<file path="src/logic/dpt_pkg.sv">
// Constants, codes and state types shared by the drive protection logic.
// Assumes a single 100 MHz control clock; setting times count in 0.1 s steps.
package dpt_pkg;
   // ==========================================================
   // Timing
   localparam int CLK_PERIOD_NS = 10;
   localparam int TICK_TIME_MS = 100;
   localparam int TICK_CYCLES = TICK_TIME_MS * 1000000 / CLK_PERIOD_NS;
   localparam int PRE_W = 24;
   localparam int TIME_W = 13;
   localparam logic [12:0] DECEL_MAX = 13'h1770;

   // ==========================================================
   // Terminal function codes and modes
   localparam logic [3:0] FN_OUTPUT_BLOCK = 4'h5;
   localparam logic [3:0] FN_FAN_WARN = 4'h8;
   localparam logic [3:0] FN_LOW_VOLT = 4'hB;
   localparam logic FAN_MODE_TRIP = 1'b0;
   localparam logic FAN_MODE_WARN = 1'b1;
   localparam int N_TERM = 8;
   localparam int N_RELAY = 2;
   localparam int DATA_W = 16;

   // ==========================================================
   // Synchroniser bit positions
   localparam int SY_FAN = 0;
   localparam int SY_DCLOW = 1;
   localparam int SY_HOT = 2;
   localparam int SY_RUN = 3;
   localparam int SY_RST = 4;
   localparam int SY_TERM = 5;
   localparam int SY_W = 13;

   // ==========================================================
   // Drive operating states
   typedef enum logic [2:0] {ST_IDLE, ST_RUN, ST_DECEL, ST_BLOCKED, ST_TRIP} dpt_mode_e;
endpackage

</file>
<file path="src/logic/dpt_timer_if.sv">
// Control and status of one 0.1 s step countdown timer.
// Assumes controller and timer share the control clock.
`timescale 1ns/1ps
interface dpt_timer_if #(parameter int W = 13);
   logic start;
   logic cancel;
   logic [W-1:0] load;
   logic busy;
   logic done;
   logic [W-1:0] remaining;
   modport ctl (output start, output cancel, output load,
                input busy, input done, input remaining);
   modport tmr (input start, input cancel, input load,
                output busy, output done, output remaining);
endinterface

</file>
<file path="src/logic/dpt_timer.sv">
// Countdown timer in 0.1 s steps with a cycle prescaler.
// Assumes start and cancel are single-cycle requests on the control clock.
`timescale 1ns/1ps
module dpt_timer #(
   parameter int TICK_CYCLES = dpt_pkg::TICK_CYCLES,
   parameter int W = dpt_pkg::TIME_W
) (
   // Clock and reset
   input wire logic mclk_i,
   input wire logic rst_i,
   // Timer control
   dpt_timer_if.tmr t
);
   typedef struct packed {
      logic busy;
      logic done;
      logic [W-1:0] rem;
      logic [dpt_pkg::PRE_W-1:0] pre;
   } dpt_tmr_s;

   localparam logic [dpt_pkg::PRE_W-1:0] PRE_LAST = dpt_pkg::PRE_W'(TICK_CYCLES - 1);

   dpt_tmr_s r;
   dpt_tmr_s next_r;

   // ==========================================================
   // Next state: load, count steps, pulse done at zero
   always_comb begin
      next_r = r;
      next_r.done = 1'b0;
      if (t.cancel) begin
         next_r.busy = 1'b0;
      end else if (t.start) begin
         next_r.busy = (t.load != '0);
         next_r.done = (t.load == '0);
         next_r.rem = t.load;
         next_r.pre = '0;
      end else if (r.busy) begin
         if (r.pre == PRE_LAST) begin
            next_r.pre = '0;
            next_r.rem = r.rem - W'(1);
            if (r.rem == W'(1)) begin
               next_r.busy = 1'b0;
               next_r.done = 1'b1;
            end
         end else begin
            next_r.pre = r.pre + dpt_pkg::PRE_W'(1);
         end
      end
   end

   // State register
   always_ff @(posedge mclk_i or posedge rst_i) begin
      if (rst_i) begin
         r <= '0;
      end else begin
         r <= next_r;
      end
   end

   assign t.busy = r.busy;
   assign t.done = r.done;
   assign t.remaining = r.rem;
endmodule

</file>
<file path="src/logic/dpt_trip_logic.sv">
// Fan fault, DC-link low voltage and output-block protection for a motor drive.
// Assumes fault sense, terminals and commands arrive from pins; settings and
// live frequency/current come from logic on the control clock.
// Functional notes
// Fan fault in trip mode blocks output, trips.
// Fan fault in warn mode drives code 8.
// Overheat blocks output even during fan warning.
// DC-link low voltage blocks output, trips; the code starts the trip delay only in ST_RUN or ST_DECEL.
// Block at once; trip after programmed delay.
// Code 11 outputs follow low voltage undelayed.
// Block terminal code 5 stops output, indicates.
// Hold frequency and current while blocked.
// Resume needs block released, new run.
// Zero decel time means immediate free-run.
// Nonzero decel time ramps down over time.
// Controller picks decel time avoiding overvoltage; the code uses block_decel_time_i clamped to DECEL_MAX instead.
// Faults synchronised; trips latch until reset.
`timescale 1ns/1ps
module dpt_trip_logic #(
   parameter int TICK_CYCLES = dpt_pkg::TICK_CYCLES
) (
   // Clock and reset
   input wire logic mclk_i,
   input wire logic rst_i,
   // Fault sense and command pins
   input wire logic fan_fault_i,
   input wire logic dc_low_i,
   input wire logic over_temp_i,
   input wire logic run_cmd_i,
   input wire logic trip_reset_i,
   input wire logic [dpt_pkg::N_TERM-1:0] terminal_i,
   // Settings
   input wire logic fan_trip_mode_i,
   input wire logic [dpt_pkg::TIME_W-1:0] undervoltage_trip_delay_i,
   input wire logic [dpt_pkg::TIME_W-1:0] block_decel_time_i,
   input wire logic [dpt_pkg::N_TERM-1:0][3:0] input_terminal_function_i,
   input wire logic [dpt_pkg::N_RELAY-1:0][3:0] relay_output_function_i,
   input wire logic [3:0] open_collector_function_i,
   // Live operating values
   input wire logic [dpt_pkg::DATA_W-1:0] freq_i,
   input wire logic [dpt_pkg::DATA_W-1:0] current_i,
   // Power stage and indication
   output logic gate_enable_o,
   output logic fan_trip_o,
   output logic overheat_trip_o,
   output logic uv_trip_o,
   output logic block_ind_o,
   output logic decel_active_o,
   output logic [dpt_pkg::TIME_W-1:0] decel_left_o,
   output logic [dpt_pkg::DATA_W-1:0] freq_hold_o,
   output logic [dpt_pkg::DATA_W-1:0] current_hold_o,
   // Relay and open-collector outputs
   output logic [dpt_pkg::N_RELAY-1:0] relay_o,
   output logic open_collector_o
);
   typedef struct packed {
      logic [dpt_pkg::SY_W-1:0] s1;
      logic [dpt_pkg::SY_W-1:0] s2;
      logic run_prev;
      dpt_pkg::dpt_mode_e mode;
      logic fan_trip;
      logic heat_trip;
      logic uv_trip;
      logic uv_pend;
      logic [dpt_pkg::DATA_W-1:0] freq_hold;
      logic [dpt_pkg::DATA_W-1:0] cur_hold;
      logic [dpt_pkg::N_RELAY-1:0] relay;
      logic oc;
      logic gate;
      logic block_ind;
   } dpt_top_s;

   dpt_top_s r;
   dpt_top_s next_r;

   dpt_timer_if #(.W(dpt_pkg::TIME_W)) uvt ();
   dpt_timer_if #(.W(dpt_pkg::TIME_W)) dct ();

   // ==========================================================
   // Decoding helpers
   function automatic logic fn_is(input logic [3:0] code, input logic [3:0] want);
      fn_is = (code == want);
   endfunction

   function automatic logic out_sel(input logic [3:0] code, input logic fan_w,
                                    input logic lv_w);
      out_sel = (fn_is(code, dpt_pkg::FN_FAN_WARN) & fan_w) |
                (fn_is(code, dpt_pkg::FN_LOW_VOLT) & lv_w);
   endfunction

   // Synchronised inputs, second stage only
   logic fan;
   logic dc;
   logic hot;
   logic run;
   logic clr;
   logic [dpt_pkg::N_TERM-1:0] blk_hit;
   logic blk;
   logic fan_w;
   logic [dpt_pkg::N_RELAY-1:0] relay_val;
   assign fan = r.s2[dpt_pkg::SY_FAN];
   assign dc = r.s2[dpt_pkg::SY_DCLOW];
   assign hot = r.s2[dpt_pkg::SY_HOT];
   assign run = r.s2[dpt_pkg::SY_RUN];
   assign clr = r.s2[dpt_pkg::SY_RST];
   assign fan_w = fan & (fan_trip_mode_i == dpt_pkg::FAN_MODE_WARN);

   // Block terminal decode and alarm output selection
   genvar gi;
   generate
      for (gi = 0; gi < dpt_pkg::N_TERM; gi++) begin : g_term
         assign blk_hit[gi] = r.s2[dpt_pkg::SY_TERM + gi] &
                              fn_is(input_terminal_function_i[gi], dpt_pkg::FN_OUTPUT_BLOCK);
      end
      for (gi = 0; gi < dpt_pkg::N_RELAY; gi++) begin : g_relay
         assign relay_val[gi] = out_sel(relay_output_function_i[gi], fan_w, dc);
      end
   endgenerate
   assign blk = |blk_hit;

   // Latched trips, set wins over reset
   logic next_fan_trip;
   logic next_heat_trip;
   logic next_uv_trip;
   logic trip_any;
   assign next_fan_trip = (r.fan_trip & ~clr) |
                          (fan & (fan_trip_mode_i == dpt_pkg::FAN_MODE_TRIP));
   assign next_heat_trip = (r.heat_trip & ~clr) | hot;
   assign next_uv_trip = (r.uv_trip & ~clr) | uvt.done;
   assign trip_any = next_fan_trip | next_heat_trip | next_uv_trip;

   // Timer requests
   logic running;
   logic blk_take;
   logic [dpt_pkg::TIME_W-1:0] dec_t;
   assign running = (r.mode == dpt_pkg::ST_RUN) || (r.mode == dpt_pkg::ST_DECEL);
   assign dec_t = (block_decel_time_i > dpt_pkg::DECEL_MAX) ? dpt_pkg::DECEL_MAX :
                  block_decel_time_i;
   assign blk_take = (r.mode == dpt_pkg::ST_RUN) & blk & ~trip_any;
   assign uvt.start = running & dc & ~r.uv_pend & ~r.uv_trip;
   assign uvt.cancel = r.uv_pend & ~dc;
   assign uvt.load = undervoltage_trip_delay_i;
   assign dct.start = blk_take & (dec_t != '0);
   assign dct.cancel = (r.mode == dpt_pkg::ST_DECEL) & trip_any;
   assign dct.load = dec_t;

   // ==========================================================
   // Next state of the whole block
   always_comb begin
      next_r = r;
      next_r.s1 = {terminal_i, trip_reset_i, run_cmd_i, over_temp_i, dc_low_i, fan_fault_i};
      next_r.s2 = r.s1;
      next_r.run_prev = run;
      next_r.fan_trip = next_fan_trip;
      next_r.heat_trip = next_heat_trip;
      next_r.uv_trip = next_uv_trip;
      if (uvt.start) begin
         next_r.uv_pend = 1'b1;
      end else if (uvt.done || uvt.cancel) begin
         next_r.uv_pend = 1'b0;
      end
      case (r.mode)
         dpt_pkg::ST_IDLE: begin
            if (trip_any) begin
               next_r.mode = dpt_pkg::ST_TRIP;
            end else if (run & ~r.run_prev & ~blk) begin
               next_r.mode = dpt_pkg::ST_RUN;
            end
         end
         dpt_pkg::ST_RUN: begin
            if (trip_any) begin
               next_r.mode = dpt_pkg::ST_TRIP;
            end else if (blk_take) begin
               next_r.freq_hold = freq_i;
               next_r.cur_hold = current_i;
               next_r.mode = (dec_t == '0) ? dpt_pkg::ST_BLOCKED : dpt_pkg::ST_DECEL;
            end
         end
         dpt_pkg::ST_DECEL: begin
            if (trip_any) begin
               next_r.mode = dpt_pkg::ST_TRIP;
            end else if (dct.done) begin
               next_r.mode = dpt_pkg::ST_BLOCKED;
            end
         end
         dpt_pkg::ST_BLOCKED: begin
            if (trip_any) begin
               next_r.mode = dpt_pkg::ST_TRIP;
            end else if (~blk) begin
               next_r.mode = dpt_pkg::ST_IDLE;
            end
         end
         dpt_pkg::ST_TRIP: begin
            if (~trip_any) begin
               next_r.mode = dpt_pkg::ST_IDLE;
            end
         end
         default: begin
            next_r.mode = dpt_pkg::ST_IDLE;
         end
      endcase
      // Output enable drops on any trip or low DC link, and on a block once any deceleration ends
      next_r.gate = ((next_r.mode == dpt_pkg::ST_RUN) || (next_r.mode == dpt_pkg::ST_DECEL)) &
                    ~dc;
      next_r.block_ind = (next_r.mode == dpt_pkg::ST_DECEL) ||
                         (next_r.mode == dpt_pkg::ST_BLOCKED);
      next_r.relay = relay_val;
      next_r.oc = out_sel(open_collector_function_i, fan_w, dc);
   end

   // State register
   always_ff @(posedge mclk_i or posedge rst_i) begin
      if (rst_i) begin
         r <= '0;
      end else begin
         r <= next_r;
      end
   end

   // ==========================================================
   // Timers for the low-voltage delay and the block deceleration
   dpt_timer #(.TICK_CYCLES(TICK_CYCLES), .W(dpt_pkg::TIME_W)) u_uv_timer (
      .mclk_i(mclk_i),
      .rst_i(rst_i),
      .t(uvt)
   );

   dpt_timer #(.TICK_CYCLES(TICK_CYCLES), .W(dpt_pkg::TIME_W)) u_dc_timer (
      .mclk_i(mclk_i),
      .rst_i(rst_i),
      .t(dct)
   );

   // Outputs
   assign gate_enable_o = r.gate;
   assign fan_trip_o = r.fan_trip;
   assign overheat_trip_o = r.heat_trip;
   assign uv_trip_o = r.uv_trip;
   assign block_ind_o = r.block_ind;
   assign decel_active_o = (r.mode == dpt_pkg::ST_DECEL);
   assign decel_left_o = dct.remaining;
   assign freq_hold_o = r.freq_hold;
   assign current_hold_o = r.cur_hold;
   assign relay_o = r.relay;
   assign open_collector_o = r.oc;
endmodule

</file>
<file path="config.mk">
export PLATFORM = sky130hd
export DESIGN_NAME = dpt_trip_logic
export DESIGN_NICKNAME = d
export VERILOG_FILES = /design/src/logic/dpt_pkg.sv /design/src/logic/dpt_timer_if.sv /design/src/logic/dpt_timer.sv /design/src/logic/dpt_trip_logic.sv
export SDC_FILE = /design/constraint.sdc
export NUM_CORES = 1
export LEC_CHECK = 0
export ABC_CLOCK_PERIOD_IN_PS = 5850
export BUFFER_PORTS_ARGS = -buffer_cell sky130_fd_sc_hd__buf_2
export CORE_ASPECT_RATIO = 1.25
export CORE_MARGIN = 2
export CORE_UTILIZATION = 35
export CTS_BUF_LIST = sky130_fd_sc_hd__clkbuf_8
export DETAILED_ROUTE_END_ITERATION = 8
export MAX_ROUTING_LAYER = met4
export SYNTH_ARGS = -nofsm -noshare
export SYNTH_HDL_FRONTEND = slang
export SYNTH_SLANG_ARGS = --single-unit
</file>
<file path="constraint.sdc">
create_clock -name mclk_i -period 5.85 [get_ports mclk_i]
set_input_delay 0.585 -clock mclk_i [delete_from_list [all_inputs] [get_ports mclk_i]]
set_output_delay 0.585 -clock mclk_i [all_outputs]
set_load 0.01 [all_outputs]
</file>
==> reports/metrics.cfg <==
[worst_setup_path]
cp_data_required_time_ns=6.19
start_kind=flop
path_delay_family=compound AO/OA/AOI/OAI gates
criticalPathCategory=reg2reg
slowest_stage=a21oi_2
endpoint_kind=flop
crit_arrival_ns=3.68
cp_num_buf_inv=1
crit_chain=nor4b_1, and2_1, o21ai_1, a21oi_2, buf_4, o21ai_0, a22o_1
cpPeakStageDelay_ns=0.68
cp_max_fo=22

[synthesis]
synth_edf_count=0
ys_ff_latch=149
synthCells=747
yosys.area_share.adder_pct=1.002
ys_seq_area_share_pct=49.77
postSynth.asyncResetShare_pct=100.0
netlist_area_sq_um=7492
synth_top_family_by_area=simple AND/OR/NAND/NOR gates
syn_avg_cell_area_sq_um=10.03
muxShareOfSynthArea_pct=4.943
synth_warnings=0
ys_types=61
synth_simple_gate_area_share_pct=21.91
synth_ff_type=dfrtp_1
synth_xor_area_share_pct=3.039
synthesis.nets=871
synth_compound_area_share_pct=12.61

[final_layout]
syn2layout_area_growth_pct=16.62
fin_area_sq_um=8737
final_common_cell=buf_2
n_fill_cell=2054
antenna_cells=0
finish.net_count=997
final_cells=1160
layout_common_cells=buf_2, dfrtp_1, nor2_1
final_core_util_pct=41.82
drive_gt1_share_pct=28.44

[clock_tree]
cts_max_path_buffers=2
cts_tree=done
htree_num_levels=4
numCtsBuffers=17
clk_pin_slew_ns=0.09
hold_buffers=0
cts.sinks=149
cts_setup_buffers=0
clk-insertion-delay-late_ns=0.46
cts-resized-gates=0
root_buffer=clkbuf_8

[timing]
tightest_slew_ns=1.165
finalClockSkew_ns=0.01833
fmax_ghz=0.3002
rsz0062_at_grt=no
hold_viol=0
whs_ns=0.2348
slew_violations=0
finalSetupViolations=0
slew_headroom_pct=22.32
tns_ns=0
fin_ws_ns=2.519
period_share_pct=56.94
finalCriticalPeriod_ns=3.331

[drt]
wl_per_cell_um=15.91
drc=0
num_vias=6086
routed_wl_mm=18.46
drt-initial-drc-count=356
via_per_inst=5.247
ant_nets=0
dr.pass1.iters=5

[min_path]
hp-class=in2reg

[placed_design]
dp.cells=1128
gp_congestion=0.8419
io_buffer_count=171
dp_hpwl_mm=13.42
placed_area_sq_um=8293
pre_cts_ws_ns=2.410

[floorplanning]
die_w_um=134.9
dieArea_sq_um=22600
ioPinCount=172
core_area_sq_um=20890
start_util_pct=35.86
dieHeight_um=167.6
fp-row-count=59

[power]
sw_frac_of_total_pct=26.70
share_comb_of_total_power_pct=8.1
cellLeakagePower_nw=4.147
sequentialPowerShare_pct=51.1
vdd_drop_max_mv=0.1369
power.density_nw_per_um2=249.8
switchingPower_mw=0.5828
cell_internal_pwr_mw=1.600
p_total_mw=2.183
p_clk_share_pct=40.7

[global_route]
grt_pass1_vias=6128
grt_pass1_wl_mm=30.57
grt-ovfl-total=0
grt_max_degree=101
antenna_found_initial=1
grt_use_met1_pct=21.37
grt_use_met2_pct=29.24
busiest_layer=met2
grt.total_usage_pct=17.36
met3_usage_pct=3.118

[status]
status=completed

[run]
max_cap_violations=0

power groups by stage:
stage / Clock (mW) / Sequential [mW] / Combinational (mW)
3_5_place_dp: 0 / 1.14 / 0.180
5_1_grt: 0.955 / 1.12 / 0.205
4_1_cts: 0.915 / 1.12 / 0.181
3_3_place_gp: 0 / 1.14 / 0.177
2_1_floorplan: 0 / 1.12 / 0.113
6_report: 0.889 / 1.12 / 0.177
cell families after synthesis:
kind of cell               Yosys count
and+or+nand+nor                    300
DFF                                149
AOI/OAI and AO/OA                  148
buffers and inverters               85
muxes                               33
xor gates and xnor gates            26
adders and majority gates            6
Yosys cell counts (4+ instances only):
cell      count  area share [%]
and2_1        8            0.67
nand4_1      11            0.92
nand4b_1      8            0.94
xor2_1       19             2.2
a21o_1        7            0.70
nor4_1        9            0.75
mux2_1        4            0.60
dfrtp_1     149              50
buf_2         7            0.47
a22oi_1       6            0.60
nand2b_1      8            0.67
a31oi_1       6            0.50
nand3_1      35             2.3
nand2_1      47             2.4
or3_1        14             1.2
nor3_1       22             1.5
nor2_1       77             3.9
o211ai_1      7            0.70
inv_1        16            0.80
a22o_1        7            0.82
and3_1       10            0.84
a21oi_1      31             2.1
ha_1          6             1.0
clkbuf_1     15            0.75
or2_2         5            0.42
nor4b_1       5            0.58
and4_1        7            0.82
o21ai_0      53             3.5
buf_4        47             4.7
mux2_2       28             4.2
o31ai_1       5            0.50
nor3b_1       7            0.70
or4_1        13             1.3
xnor2_1       7            0.82
worst paths after layout:
path | startpoint | to | slack, ns | depth (start not counted)
worst max-delay path | r[43]$_DFF_PP0_ | u_uv_timer.t.remaining[9]$_DFFE_PP0P_ | 2.52 | 7
worst min-delay path | over_temp_i | next_r[47]$_DFF_PP0_ | 0.23 | 1
worst max register to register | r[43]$_DFF_PP0_ | u_uv_timer.t.remaining[9]$_DFFE_PP0P_ | 2.52 | 7
worst min register to register | next_r[55]$_DFF_PP0_ | r[55]$_DFF_PP0_ | 0.35 | 0
max in group asynchronous | rst_i | next_r[52]$_DFF_PP0_ | 4.36 | 3
min in group asynchronous | rst_i | u_uv_timer.t.remaining[3]$_DFFE_PP0P_ | 0.28 | 2
worst reg2reg max path: stages, from the launching register on:
cell	delay (ns)
dfrtp_1	0.47
nor4b_1	0.38
and2_1	0.55
o21ai_1	0.46
a21oi_2	0.68
buf_4	0.37
o21ai_0	0.13
a22o_1	0.20
state kept, by name (all words and copies together), names as in the netlist:
| signal | cells |
|---|---|
| overheat_trip_o | 1 |
| freq_hold_o | 16 |
| dc | 1 |
| u_uv_timer.r | 24 |
| u_uv_timer.t.busy | 1 |
| u_dc_timer.t.remaining | 13 |
| fan_trip_o | 1 |
| fan | 1 |
| u_dc_timer.t.done | 1 |
| block_ind_o | 1 |
| u_uv_timer.t.done | 1 |
| gate_enable_o | 1 |
| open_collector_o | 1 |
| r | 13 |
| current_hold_o | 16 |
| u_dc_timer.t.busy | 1 |
| clr | 1 |
| u_dc_timer.r | 24 |
| hot | 1 |
| relay_o | 2 |
| uv_trip_o | 1 |
| next_r | 14 |
| u_uv_timer.t.remaining | 13 |
per-layer routing:
metal  wire length (um)  vias up
met1               7793     3005
met4                225        0
met5                  0        -
met2               9715      156
met3                722       20
li1                   -     2905
cell type report:
cell class                      count  area [sq um]  share of cell area (%)
Clock buffer                       17         234.0                   2.678
Clock inverter                     15         210.2                   2.406
Inverter                           16         65.06                  0.7447
Multi-Input combinational cell    513          3263                   37.35
Sequential cell                   149          3729                   42.68
Tap cell                          274         342.8                   3.924
Timing Repair Buffer              176         893.4                   10.22
No activity file was read; power rests on OpenSTA's default activity.
